File: config.mk
export PLATFORM = sky130hd
export DESIGN_NAME = reset_strap_sequencer
export DESIGN_NICKNAME = d
export VERILOG_FILES = /design/src/core/rst_seq_pkg.sv /design/src/core/delay_counter.sv /design/src/core/reset_strap_sequencer.sv
export SDC_FILE = /design/constraint.sdc
export NUM_CORES = 1
export LEC_CHECK = 0
export BUFFER_PORTS_ARGS = -buffer_cell sky130_fd_sc_hd__buf_2
export CAP_MARGIN = 20
export CORE_AREA = 2 2 63 77
export CTS_BUF_LIST = sky130_fd_sc_hd__clkbuf_8
export DETAILED_ROUTE_END_ITERATION = 8
export DIE_AREA = 0 0 65 79
export PLACE_DENSITY_LB_ADDON = 0.25
export SLEW_MARGIN = 40
export SYNTH_ARGS = -nofsm -noshare
export SYNTH_HDL_FRONTEND = slang
export SYNTH_SLANG_ARGS = --single-unit
File: constraint.sdc
create_clock -name core_clk_i -period 5.43 [get_ports core_clk_i]
set_clock_uncertainty 0.2 [all_clocks]
set_input_delay 0.8145 -clock core_clk_i [delete_from_list [all_inputs] [get_ports core_clk_i]]
set_output_delay 0.8145 -clock core_clk_i [all_outputs]
set_load 0.02 [all_outputs]
File: src/core/rst_seq_pkg.sv
// Package of constants and carrier types for the reset and strap sequencer
`default_nettype none
package rst_seq_pkg;
  // ----------------------------------------------------------------------
  // Timing
  // ----------------------------------------------------------------------
  localparam int unsigned CLK_PERIOD_NS  = 10;
  localparam int unsigned SHORT_DELAY_US = 100;
  localparam int unsigned LONG_DELAY_MS  = 20;
  localparam int unsigned SHORT_CYCLES   = (SHORT_DELAY_US * 1000) / CLK_PERIOD_NS;
  localparam int unsigned LONG_CYCLES    = (LONG_DELAY_MS * 1000000) / CLK_PERIOD_NS;
  localparam int unsigned CNT_W          = 22;
  localparam int unsigned PROC_CYCLES    = 4;
  localparam logic [3:0]  PROC_W_CNT     = 4'h4;
  // ----------------------------------------------------------------------
  // Field positions and reset values
  // ----------------------------------------------------------------------
  localparam int unsigned SHARED_N     = 4;
  localparam logic        BUS_WIDE_RST = 1'b1;
  localparam logic        MAJOR_RST    = 1'b1;

  // Pins that double as upper address or chip select, index 0 = address bit 27
  typedef struct packed {
    logic [SHARED_N-1:0] addr;
    logic [SHARED_N-1:0] sel_n;
    logic [SHARED_N-1:0] is_sel;
  } shared_req_s;

  typedef struct packed {
    logic [SHARED_N-1:0] out;
    logic [SHARED_N-1:0] oe;
  } shared_pin_s;
endpackage
`default_nettype wire

File: src/core/delay_counter.sv
// Down counter that measures the reset extension delay
`default_nettype none
module delay_counter
  import rst_seq_pkg::*;
(
  input  wire logic             core_clk_i,
  input  wire logic             rst_i,
  input  wire logic             load_i,
  input  wire logic [CNT_W-1:0] load_val_i,
  output logic                  done_o
);
  logic [CNT_W-1:0] cnt_reg;
  logic [CNT_W-1:0] cnt_next;
  logic             done_reg;
  logic             done_next;

  // Load on request, then count to the terminal value of one
  always_comb begin
    cnt_next  = cnt_reg;
    done_next = 1'b0;
    if (load_i) begin
      cnt_next = load_val_i;             // see [RULE12]
    end else if (cnt_reg > 22'h000001) begin
      cnt_next = cnt_reg - 22'h000001;
    end else if (cnt_reg == 22'h000001) begin
      cnt_next  = 22'h000000;
      done_next = 1'b1;                  // see [RULE12]
    end
  end

  always_ff @(posedge core_clk_i) begin
    if (rst_i) begin
      cnt_reg  <= 22'h000000;
      done_reg <= 1'b0;
    end else begin
      cnt_reg  <= cnt_next;
      done_reg <= done_next;
    end
  end

  assign done_o = done_reg;
endmodule
`default_nettype wire

File: src/core/reset_strap_sequencer.sv
// Reset sequencer: strap sampling, reset extension, boot select and shared pins
`default_nettype none
// What this block does and what it needs from the board
// [RULE1] The board must hold the reset input low at least 100 us after the supplies settle.
// [RULE2] A configuration input picks major or minor reset processing after reset.
// [RULE3] The delay strap picks a 100 us extension when low and 20 ms when high.
// [RULE4] The delay strap is taken at the reset input's rising edge and lengthens both resets.
// [RULE5] After the delay, the chosen processing runs and the core is then let run.
// [RULE6] The width strap picks an 8-bit data bus when low and 16-bit when high.
// [RULE7] The reset output stays low for the whole selected delay.
// [RULE8] The four shared address or chip select pins float while reset is active.
// [RULE9] After reset each shared pin carries address bit 27 to 30 or chip select 7 to 4.
// [RULE10] Boot chip select zero is driven low at reset for booting from address zero.
// [RULE11] The delay strap pin also serves as address bit 25 and the width strap as bit 26.
// [RULE12] The delay is a counter on the core clock, loaded from the strap, done at terminal.
module reset_strap_sequencer
  import rst_seq_pkg::*;
(
  input  wire logic                core_clk_i,
  input  wire logic                rst_i,
  input  wire logic                reset_in_n_i,
  input  wire logic                delay_strap_i,
  input  wire logic                width_strap_i,
  input  wire logic                major_sel_i,
  input  wire logic                addr25_i,
  input  wire logic                addr26_i,
  input  wire logic                addr_oe_i,
  input  wire logic                boot_sel_n_i,
  input  wire shared_req_s         shared_req_i,
  output logic                     reset_out_n_o,
  output logic                     core_run_o,
  output logic                     proc_busy_o,
  output logic                     proc_major_o,
  output logic                     bus_wide_o,
  output logic                     long_delay_o,
  output logic                     addr25_o,
  output logic                     addr25_oe_o,
  output logic                     addr26_o,
  output logic                     addr26_oe_o,
  output logic                     boot_select_low_o,
  output shared_pin_s              shared_pin_o
);
  // ----------------------------------------------------------------------
  // Input synchronisers
  // ----------------------------------------------------------------------
  typedef enum logic [1:0] {ST_HOLD, ST_DELAY, ST_PROC, ST_RUN} seq_e;

  logic [2:0] meta_reg;
  logic [2:0] sync_reg;
  logic       rin_prev_reg;

  // Pins are asynchronous; only the second stage is looked at. The edge
  // detector clears to low on purpose: a reset input that is already high
  // when the core reset lifts counts as a release and starts a sequence,
  // so a board without a supervisor still comes out of reset.
  always_ff @(posedge core_clk_i) begin
    if (rst_i) begin
      meta_reg     <= 3'h0;
      sync_reg     <= 3'h0;
      rin_prev_reg <= 1'b0;
    end else begin
      meta_reg     <= {width_strap_i, delay_strap_i, reset_in_n_i};
      sync_reg     <= meta_reg;
      rin_prev_reg <= sync_reg[0];
    end
  end

  logic rin_n;
  logic rin_rise;
  assign rin_n    = sync_reg[0];
  assign rin_rise = rin_n & ~rin_prev_reg;

  // ----------------------------------------------------------------------
  // Sequence state
  // ----------------------------------------------------------------------
  seq_e       state_reg;
  seq_e       state_next;
  logic       long_reg;
  logic       long_next;
  logic       wide_reg;
  logic       wide_next;
  logic       major_reg;
  logic       major_next;
  logic [3:0] proc_cnt_reg;
  logic [3:0] proc_cnt_next;
  logic       load;
  logic [CNT_W-1:0] load_val;
  logic       delay_done;

  // The counter keeps running after an abort; the next release reloads it,
  // so a stale terminal pulse can only land while the sequencer holds.
  delay_counter u_delay (
    .core_clk_i (core_clk_i),
    .rst_i      (rst_i),
    .load_i     (load),
    .load_val_i (load_val),
    .done_o     (delay_done)
  );

  // Straps are sampled at the release edge while the strap pins are still inputs
  always_comb begin
    state_next    = state_reg;
    long_next     = long_reg;
    wide_next     = wide_reg;
    major_next    = major_reg;
    proc_cnt_next = proc_cnt_reg;
    load          = 1'b0;
    load_val      = sync_reg[1] ? CNT_W'(LONG_CYCLES) : CNT_W'(SHORT_CYCLES); // see [RULE3]
    case (state_reg)
      ST_HOLD: begin
        // Straps and the major bit are taken on the release edge only
        if (rin_rise) begin
          long_next  = sync_reg[1];      // see [RULE4]
          wide_next  = sync_reg[2];      // see [RULE6]
          major_next = major_sel_i;      // see [RULE2]
          load       = 1'b1;             // see [RULE12]
          state_next = ST_DELAY;
        end
      end
      ST_DELAY: begin
        if (delay_done) begin
          proc_cnt_next = PROC_W_CNT;
          state_next    = ST_PROC;       // see [RULE5]
        end
      end
      ST_PROC: begin
        // Same length for major and minor processing; the choice is only reported
        if (proc_cnt_reg == 4'h1) begin
          state_next = ST_RUN;           // see [RULE5]
        end
        proc_cnt_next = proc_cnt_reg - 4'h1;
      end
      ST_RUN: begin
      end
      default: state_next = ST_HOLD;
    endcase
    // A low reset input restarts the whole sequence from any state
    if (!rin_n) begin
      state_next = ST_HOLD;
    end
  end

  always_ff @(posedge core_clk_i) begin
    if (rst_i) begin
      state_reg    <= ST_HOLD;
      long_reg     <= 1'b0;
      wide_reg     <= BUS_WIDE_RST;
      major_reg    <= MAJOR_RST;
      proc_cnt_reg <= 4'h0;
    end else begin
      state_reg    <= state_next;
      long_reg     <= long_next;
      wide_reg     <= wide_next;
      major_reg    <= major_next;
      proc_cnt_reg <= proc_cnt_next;
    end
  end

  // ----------------------------------------------------------------------
  // Registered pin drive
  // ----------------------------------------------------------------------
  logic        in_reset;
  logic        run_next;
  logic        busy_next;
  logic        boot_next;
  logic        strap_oe_next;
  shared_pin_s pin_next;

  // Shared pins float in reset so the board pulls set their level; once
  // running, a pin set up as select shows its select, else its address bit
  function automatic shared_pin_s shared_drive(input shared_req_s req,
                                               input logic        addr_oe,
                                               input logic        hold);
    shared_pin_s pin;
    pin.out = (req.is_sel & req.sel_n) | (~req.is_sel & req.addr);          // see [RULE9]
    pin.oe  = hold ? {SHARED_N{1'b0}} : ({SHARED_N{addr_oe}} | req.is_sel); // see [RULE8]
    return pin;
  endfunction

  // Every pin decision is made here from the next state, so the flops below
  // only register and each pin changes on the same edge as the state
  always_comb begin
    run_next      = (state_next == ST_RUN);          // see [RULE5]
    in_reset      = ~run_next;                       // see [RULE7]
    busy_next     = (state_next == ST_PROC);
    // Boot select is forced low until run so the first fetch reaches boot memory
    boot_next     = in_reset ? 1'b0 : boot_sel_n_i;  // see [RULE10]
    // Strap pins stay inputs until run; they become address bits 25 and 26 then
    strap_oe_next = addr_oe_i & run_next;            // see [RULE11]
    pin_next      = shared_drive(shared_req_i, addr_oe_i, in_reset);
  end

  always_ff @(posedge core_clk_i) begin
    if (rst_i) begin
      reset_out_n_o     <= 1'b0;
      core_run_o        <= 1'b0;
      proc_busy_o       <= 1'b0;
      proc_major_o      <= MAJOR_RST;
      bus_wide_o        <= BUS_WIDE_RST;
      long_delay_o      <= 1'b0;
      addr25_o          <= 1'b0;
      addr25_oe_o       <= 1'b0;
      addr26_o          <= 1'b0;
      addr26_oe_o       <= 1'b0;
      boot_select_low_o <= 1'b0;
      shared_pin_o      <= '0;
    end else begin
      reset_out_n_o     <= ~in_reset;       // see [RULE7]
      core_run_o        <= run_next;        // see [RULE5]
      proc_busy_o       <= busy_next;
      proc_major_o      <= major_next;      // see [RULE2]
      bus_wide_o        <= wide_next;       // see [RULE6]
      long_delay_o      <= long_next;       // see [RULE4]
      addr25_o          <= addr25_i;        // see [RULE11]
      addr25_oe_o       <= strap_oe_next;   // see [RULE11]
      addr26_o          <= addr26_i;        // see [RULE11]
      addr26_oe_o       <= strap_oe_next;   // see [RULE11]
      boot_select_low_o <= boot_next;       // see [RULE10]
      shared_pin_o      <= pin_next;
    end
  end
endmodule
`default_nettype wire

==> results.sh, run 1 <==
export IMPL_status="complete, no violations"
export IMPL_cts_hold_fix_buffers=0
export IMPL_final_nets=313
export IMPL_drc=0
export IMPL_timing_setup_tns_ps=0
export IMPL_rows=27
export IMPL_synth_compound_area_frac=0.1471
export IMPL_power_leakage_nw=1.085
export IMPL_reg2reg_slack_ps=3190
export IMPL_cts_resized=0
export IMPL_grt_ovfl_total=0
export IMPL_synth_top_family_by_area="simple AND/OR/NAND/NOR gates"
export IMPL_cts_buffers=5
export IMPL_synth_edf_count=0
export IMPL_timing_rr_start="u_delay.cnt_reg[0]"
export IMPL_wl_per_cell_microns=13.71
export IMPL_cp_end_kind="flip-flop"
export IMPL_die_w_microns=65
export IMPL_synth_xor_area_frac=0.04526
export IMPL_start_util=0.5247
export IMPL_fmax_mhz=446.6
export IMPL_timing_final_setup_violations=0
export IMPL_grt_usage=0.2021
export IMPL_via_per_inst=5.517
export IMPL_min_period_ps=2239
export IMPL_insertion_delay_ps=310
export IMPL_worstPathRequired_ps=5480
export IMPL_hold_class="flip-flop to flip-flop"
export IMPL_hold_end="sync_reg[2]"
export IMPL_whs_ps=246.5
export IMPL_synthesis_area_sq_um=2322
export IMPL_synth_area_leaders="dfxtp_1, nor2_1, o21a_1, a21oi_1, nor2b_1"
export IMPL_netlist_area_leader_share=0.4569
export IMPL_cts_tree="built"
export IMPL_dieArea_sq_um=5135
export IMPL_antenna_found_initial=0
export IMPL_placed_cell_area_sq_um=2542
export IMPL_synth_avg_cell_area_sq_um=9.326
export IMPL_gp_congestion=0.8850
export IMPL_cp_arrival_ps=2290
export IMPL_fin_crit_sh=0.4123
export IMPL_switching_share=0.4260
export IMPL_async_reset_ff_frac=0
export IMPL_ir_drop_v=0.0002435
export IMPL_die_h_microns=79
export IMPL_synth_fa_ha_area_frac=0.02155
export IMPL_cts_sinks=53
export IMPL_first_pass_iters=4
export IMPL_hold_depth=1
export IMPL_synthesis_nets=275
export IMPL_htreeDepth=2
export IMPL_largest_reg_flops=22
export IMPL_most_common_layout_cells="dfxtp_1, buf_2, nor2_1"
export IMPL_timing_worst_setup_path_type="flip-flop to flip-flop"
export IMPL_ys_warnings_count=0
export IMPL_core_area_sq_um=4425
export IMPL_internal_power_mw=0.8093
export IMPL_tightest_slew_ps=584.7
export IMPL_root_buffer="clkbuf_8"
export IMPL_areaGrowthSynthToFinish_pct=13.25
export IMPL_critPathLaunchType="flip-flop"
export IMPL_finalHoldViolations=0
export IMPL_yosysUniqueCellTypes=49
export IMPL_antenna_cells=0
export IMPL_clockBufferDepth=2
export IMPL_layout_drive_gt1_share=0.1944
export IMPL_yosys_area_top_type="dfxtp_1"
export IMPL_slew_viol_final=0
export IMPL_dr_total_vias=1909
export IMPL_final_common_cell="dfxtp_1"
export IMPL_rsz0062_at_grt="no"
export IMPL_drv_cap=0
export IMPL_p_seq_frac=0.390
export IMPL_io_buffer_count=40
export IMPL_final_antenna_net_count=0
export IMPL_r2r_end="u_delay.cnt_reg[12]"
export IMPL_ys_seq_area_frac=0.4569
export IMPL_switchingPower_mw=0.6006
export IMPL_slew_headroom=0.6092
export IMPL_synthSimpleGateAreaFrac=0.2721
export IMPL_powerDensity_nw_per_um2=536.1
export IMPL_path_clk_slew_ps=90
export IMPL_r2r_cells=6
export IMPL_fin_area_sq_um=2630
export IMPL_synthMuxAreaShare=0.01724
export IMPL_cts_setup_buffers=0
export IMPL_combPwrFrac=0.458
export IMPL_grt_pass1_wl_microns=8059
export IMPL_syn_inst=249
export IMPL_place_detailed_hpwl_microns=3479
export IMPL_synthFlopType="dfxtp_1"
export IMPL_drtIter0Drc=154
export IMPL_clkPwrFrac=0.153
export IMPL_cp_max_fo=10
export IMPL_grt_pass1_vias=1778
export IMPL_io_pins=41
export IMPL_grt_max_degree=26
export IMPL_wl_microns=4745
export IMPL_synth_seq_cells=53
export IMPL_hold_start="meta_reg[2]"
-- worst max path at each step --
stage / from / to / slack [ps] / cells after the start
2_1_floorplan: rst_i / u_delay.cnt_reg[21] / 3300 / 5
3_3_place_gp: rst_i / u_delay.cnt_reg[21] / 2950 / 5
3_5_place_dp: rst_i / u_delay.cnt_reg[21] / 2950 / 5
4_1_cts: u_delay.cnt_reg[2] / u_delay.cnt_reg[19] / 3200 / 5
5_1_grt: u_delay.cnt_reg[16] / u_delay.cnt_reg[7] / 3010 / 5
6_report: u_delay.cnt_reg[0] / u_delay.cnt_reg[12] / 3190 / 6
-- synth_stat cells (3+ instances only) --
cell	n
xor2_1	6
nor2_1	28
o21ai_0	8
a21o_1	3
ha_1	4
nand4_1	4
a21oi_1	13
a211oi_1	3
nor4b_1	3
nand2_1	12
or3_1	6
nand3_1	5
inv_1	9
a41oi_1	3
mux2i_1	4
clkbuf_1	3
and2_1	8
nor2b_1	10
o21a_1	9
nor3_1	6
xnor2_1	6
dfxtp_1	53
or4_1	8
-- metal layers --
layer / wire length (microns) / track usage / vias to the layer above
met1: 2082 / 0.2386 / 881
met2: 2353 / 0.3433 / 45
met5: 0 / 0 / -
met3: 190 / 0.05099 / 14
li1: - / - / 969
met4: 119 / 0.08936 / 0
-- cell families after synthesis --
kind of cell,count (synthesis)
xor+xnor,12
flops,53
fa+ha+maj,4
simple gates,107
buf+inv,18
mux,4
compound gates,51
-- worst max-delay path, stage by stage, from the launching register on --
cell and delay (ps):
dfxtp_1 390, inv_1 90, ha_1 330, o2111ai_1 410, nor2_1 140, or4_1 480
a21oi_1 140
-- area by class of cell --
cell class,count,area (sq um)
tap,58,72.57
inverter,9,33.78
clock inverter,3,18.77
multi-input combinational,178,1175
timing repair buffer,40,200.2
fill,421,1795
clock buffer,5,68.82
sequential,53,1061
-- through the flow --
step | util | setup slack [ps] | instances | total power, mW
floorplan | - | 3303 | 249 | 1.051
global placement | 0.5731 | 2946 | 338 | 1.181
detailed placement | 0.5745 | 2951 | 338 | 1.181
CTS | 0.5943 | 3200 | 346 | 1.407
global route | 0.5943 | 3011 | 346 | 1.519
finish | 0.5943 | 3191 | 346 | 1.410
-- power groups by stage --
stage / combinational, mW / clock [mW] / sequential [mW]
finish: 0.645 / 0.216 / 0.549
global route: 0.721 / 0.239 / 0.559
CTS: 0.636 / 0.224 / 0.547
detailed placement: 0.625 / 0 / 0.556
global placement: 0.627 / 0 / 0.554
floorplan: 0.516 / 0 / 0.535
Power figures use the tool's default switching activity.
==> inputs of run 2 (changes only) <==
Settings changed: CORE_AREA 2 2 63 77 to 2 2 65 79, DIE_AREA 0 0 65 79 to 0 0 67 81.
Clock period 5.43 ns to 1.79 ns, I/O delays scaled along.
==> results.sh, run 2 (synthesis results as in run 1) <==
export IMPL_status="finished, violations left"
export IMPL_violations="negative hold slack, negative setup slack"
export IMPL_dr_total_vias=2441
export IMPL_placement_setup_worst_slack_ps=-219.7
export IMPL_drtIter0Drc=141
export IMPL_gp_congestion=0.9001
export IMPL_areaGrowthSynthToFinish_pct=59.81
export IMPL_rows=28
export IMPL_grt_pass1_wl_microns=11320
export IMPL_whs_ps=-5.850
export IMPL_first_pass_iters=4
export IMPL_wl_per_cell_microns=16.80
export IMPL_topRoutingLayerUsed="met4"
export IMPL_met1Wirelength_microns=2697
export IMPL_path_clk_slew_ps=100
export IMPL_place_detailed_hpwl_microns=4289
export IMPL_setup_slack_ps=-221.9
export IMPL_powerDensity_nw_per_um2=1885
export IMPL_timing_worst_setup_path_type="flip-flop to flip-flop"
export IMPL_dieArea_sq_um=5427
export IMPL_critPathLaunchType="flip-flop"
export IMPL_die_h_microns=81
export IMPL_fin_crit_sh=1.124
export IMPL_io_pins=41
export IMPL_fmax_mhz=497.0
export IMPL_core_area_sq_um=4765
export IMPL_cp_end_kind="flip-flop"
export IMPL_cp_max_fo=4
export IMPL_timing_final_setup_violations=23
export IMPL_n_fill_cell=295
export IMPL_most_common_layout_cells="buf_4, buf_2, dfxtp_1"
export IMPL_grt_ovfl_total=0
export IMPL_die_w_microns=67
export IMPL_ir_drop_v=0.0009396
export IMPL_io_buffer_count=40
export IMPL_drv_cap=0
export IMPL_min_period_ps=2012
export IMPL_htreeDepth=2
export IMPL_antenna_found_initial=0
export IMPL_grt_max_degree=25
export IMPL_wl_microns=7444
export IMPL_grt_usage=0.2793
export IMPL_slew_headroom=0.7504
export IMPL_hold_class="input port to flip-flop"
export IMPL_tightest_slew_ps=371.0
export IMPL_rsz0062_at_grt="yes"
export IMPL_final_common_cell="buf_4"
export IMPL_grt_pass1_vias=2440
export IMPL_cp_arrival_ps=2080
export IMPL_timing_setup_tns_ps=-3827
export IMPL_cts_tree="built"
export IMPL_start_util=0.4874
export IMPL_power_leakage_nw=1.618
export IMPL_antenna_cells=0
export IMPL_layout_drive_gt1_share=0.4830
export IMPL_drc=0
export IMPL_insertion_delay_ps=310
export IMPL_cts_buffers=5
export IMPL_finalHoldViolations=1
export IMPL_final_antenna_net_count=0
export IMPL_cts_sinks=53
export IMPL_via_per_inst=5.510
export IMPL_worstPathRequired_ps=1860
export IMPL_clockBufferDepth=2
export IMPL_final_nets=408
export IMPL_wl_met2_microns=4221
export IMPL_dr_wl_met3_microns=305
export IMPL_slew_viol_final=0
export IMPL_largest_reg_flops=22
export IMPL_root_buffer="clkbuf_8"
[run 2: cell count changes in the layout (fill, tap and decap cells not counted), sizes merged]
cell	previous run	this run
clkinv	0	1
clkinvlp	2	0
dlygate4sd3	0	18
buf	40	117
clkbuf	5	6
[run 2: cell type report]
class	count	area, sq um	share of cell area
timing repair buffer	135	984.7	0.2653
clock inverter	2	17.52	0.004720
multi-input combinational	178	1426	0.3844
inverter	9	33.78	0.009103
tap	60	75.07	0.02023
clock buffer	6	82.58	0.02225
sequential	53	1091	0.2940
[run 2: path summary, 6_finish.rpt]
| kind | startpoint | endpoint | slack [ps] | depth (start not counted) |
|---|---|---|---|---|
| worst max-delay path | u_delay.cnt_reg[11] | u_delay.cnt_reg[21] | -220 | 5 |
| worst min register to register | meta_reg[2] | sync_reg[2] | 250 | 1 |
| worst min-delay path | delay_strap_i | meta_reg[1] | -6 | 2 |
| worst max register to register | u_delay.cnt_reg[11] | u_delay.cnt_reg[21] | -220 | 5 |
[run 2: power breakdown]
group          total, mW  switching [mW]  internal [mW]
Clock              0.754           0.431          0.322
Sequential          1.67           0.228           1.44
Combinational       4.58            2.18           2.40
[run 2: per-stage QoR]
step | hold slack [ps] | power [mW] | instances | util | cell area [sq um]
3_5_place_dp | 225.3 | 4.953 | 401 | 0.6502 | 3098
4_1_cts | 4.518 | 6.496 | 437 | 0.7571 | 3607
3_3_place_gp | 220.4 | 4.901 | 401 | 0.6502 | 3098
5_1_grt | 11.84 | 7.347 | 443 | 0.7789 | 3711
6_report | -5.850 | 6.994 | 443 | 0.7789 | 3711
2_1_floorplan | 158.2 | 3.533 | 249 | - | 2449
[run 2: layer usage]
| metal | track usage | vias up |
|---|---|---|
| li1 | - | 1149 |
| met1 | 0.2996 | 1196 |
| met2 | 0.5267 | 73 |
| met3 | 0.04709 | 23 |
| met4 | 0.1184 | 0 |
| met5 | 0 | - |
[run 2: what timing repair did]
action | CTS | global route
gates resized for setup | 37 | 15
pin swaps | 19 | 12
setup buffers | 10 | 6
endpoints found under the hold margin | 14 | 0
cloned | 0 | 0
hold buffers | 18 | 0
endpoints found under the setup margin | 27 | 30
[run 2: worst max-delay path: stages, from the launching register on]
cell	delay (ps)
dfxtp_2	360
nor4_4	340
nand4b_1	230
or3_1	370
or4_1	400
nand2_1	70
==> inputs of run 3 (changes only) <==
Settings changed: HOLD_SLACK_MARGIN set to 0.12.
==> results.sh, run 3 (synthesis results as in run 1) <==
export IMPL_status="finished, violations left"
export IMPL_violations="negative setup slack"
export IMPL_finalHoldViolations=0
export IMPL_n_fill_cell=279
export IMPL_fin_crit_sh=1.156
export IMPL_drv_cap=0
export IMPL_die_h_microns=81
export IMPL_slew_viol_final=0
export IMPL_insertion_delay_ps=320
export IMPL_rows=28
export IMPL_dieArea_sq_um=5427
export IMPL_cts_buffers=5
export IMPL_dr_total_vias=2610
export IMPL_placement_setup_worst_slack_ps=-219.7
export IMPL_layout_drive_gt1_share=0.5026
export IMPL_seqCellArea_sq_um=1094
export IMPL_root_buffer="clkbuf_8"
export IMPL_p_total_mw=7.634
export IMPL_path_clk_slew_ps=110
export IMPL_cp_end_kind="flip-flop"
export IMPL_cp_arrival_ps=2080
export IMPL_io_pins=41
export IMPL_whs_ps=222.2
export IMPL_grt_pass1_wl_microns=11940
export IMPL_timing_worst_setup_path_type="flip-flop to flip-flop"
export IMPL_largest_reg_flops=22
export IMPL_ir_drop_v=0.0009501
export IMPL_final_antenna_net_count=0
export IMPL_grt_max_degree=25
export IMPL_final_common_cell="buf_4"
export IMPL_min_period_ps=2068
export IMPL_worstPathRequired_ps=1800
export IMPL_wl_microns=8741
export IMPL_multi_input_area_sq_um=1470
export IMPL_cts_sinks=53
export IMPL_via_per_inst=5.774
export IMPL_final_nets=417
export IMPL_fmax_mhz=483.5
export IMPL_gp_congestion=0.9001
export IMPL_drc=0
export IMPL_timing_final_setup_violations=26
export IMPL_io_buffer_count=40
export IMPL_most_common_layout_cells="buf_4, buf_2, dfxtp_1"
export IMPL_die_w_microns=67
export IMPL_slew_headroom=0.7215
export IMPL_critPathLaunchType="flip-flop"
export IMPL_tightest_slew_ps=407.2
export IMPL_powerDensity_nw_per_um2=1983
export IMPL_core_area_sq_um=4765
export IMPL_power_leakage_nw=1.678
export IMPL_clockBufferDepth=2
export IMPL_antenna_cells=0
export IMPL_grt_pass1_vias=2515
export IMPL_grt_ovfl_total=0
export IMPL_hold_class="input port to flip-flop"
export IMPL_htreeDepth=2
export IMPL_rsz0062_at_grt="yes"
export IMPL_wl_per_cell_microns=19.34
export IMPL_cp_max_fo=6
export IMPL_start_util=0.4874
export IMPL_areaGrowthSynthToFinish_pct=65.79
export IMPL_antenna_found_initial=0
export IMPL_drtIter0Drc=243
export IMPL_place_detailed_hpwl_microns=4289
export IMPL_first_pass_iters=4
export IMPL_cts_tree="built"
export IMPL_grt_usage=0.2969
export IMPL_setup_slack_ps=-278.4
[run 3: report_power, final]
part / total, mW / internal [mW] / switching, mW
Sequential: 1.68 / 1.44 / 0.242
Combinational: 5.19 / 2.73 / 2.47
Clock: 0.759 / 0.323 / 0.436
[run 3: worst paths after layout]
kind | slack [ps] | endpoint | depth (start not counted) | from
max reg2reg | -280 | u_delay.cnt_reg[8] | 8 | u_delay.cnt_reg[11]
min | 220 | shared_pin_o[5] | 3 | rst_i
min reg2reg | 250 | sync_reg[2] | 1 | meta_reg[2]
max | -280 | u_delay.cnt_reg[8] | 8 | u_delay.cnt_reg[11]
[run 3: stage by stage]
stage | util | area, sq um | std cells | TNS, ps
2_1_floorplan | - | 2449 | 249 | -1181
3_3_place_gp | 0.6502 | 3098 | 401 | -2579
3_5_place_dp | 0.6502 | 3098 | 401 | -2970
4_1_cts | 0.7613 | 3627 | 439 | -1987
5_1_grt | 0.8080 | 3850 | 452 | -6303
6_report | 0.8080 | 3850 | 452 | -4544
[run 3: repair_timing]
action | CTS | global route
setup endpoints to repair | 27 | 30
setup buffers | 10 | 13
gates resized for setup | 37 | 32
pin swaps | 19 | 23
endpoints found under the hold margin | 16 | 1
cloned | 0 | 0
hold buffers | 20 | 1
[run 3: critical path, cell delays in order (launching register included)]
cell	delay, ps
dfxtp_4	370
nor4_4	330
buf_4	170
nand4b_2	110
buf_6	170
o21ai_4	260
buf_6	150
nor2_1	40
o21a_1	160
[run 3: final cells by class]
class	count	share of cell area
sequential	53	0.2840
clock inverter	2	0.004550
inverter	9	0.01007
timing repair buffer	144	0.2785
multi-input combinational	178	0.3819
clock buffer	6	0.02145
tap	60	0.01950
[run 3: layer usage]
metal / vias up / track usage / routed length (microns)
met5: - / 0 / 0
met4: 0 / 0.1510 / 590
met3: 68 / 0.05125 / 409
met2: 129 / 0.5634 / 4747
met1: 1239 / 0.3039 / 2993
li1: 1174 / - / -
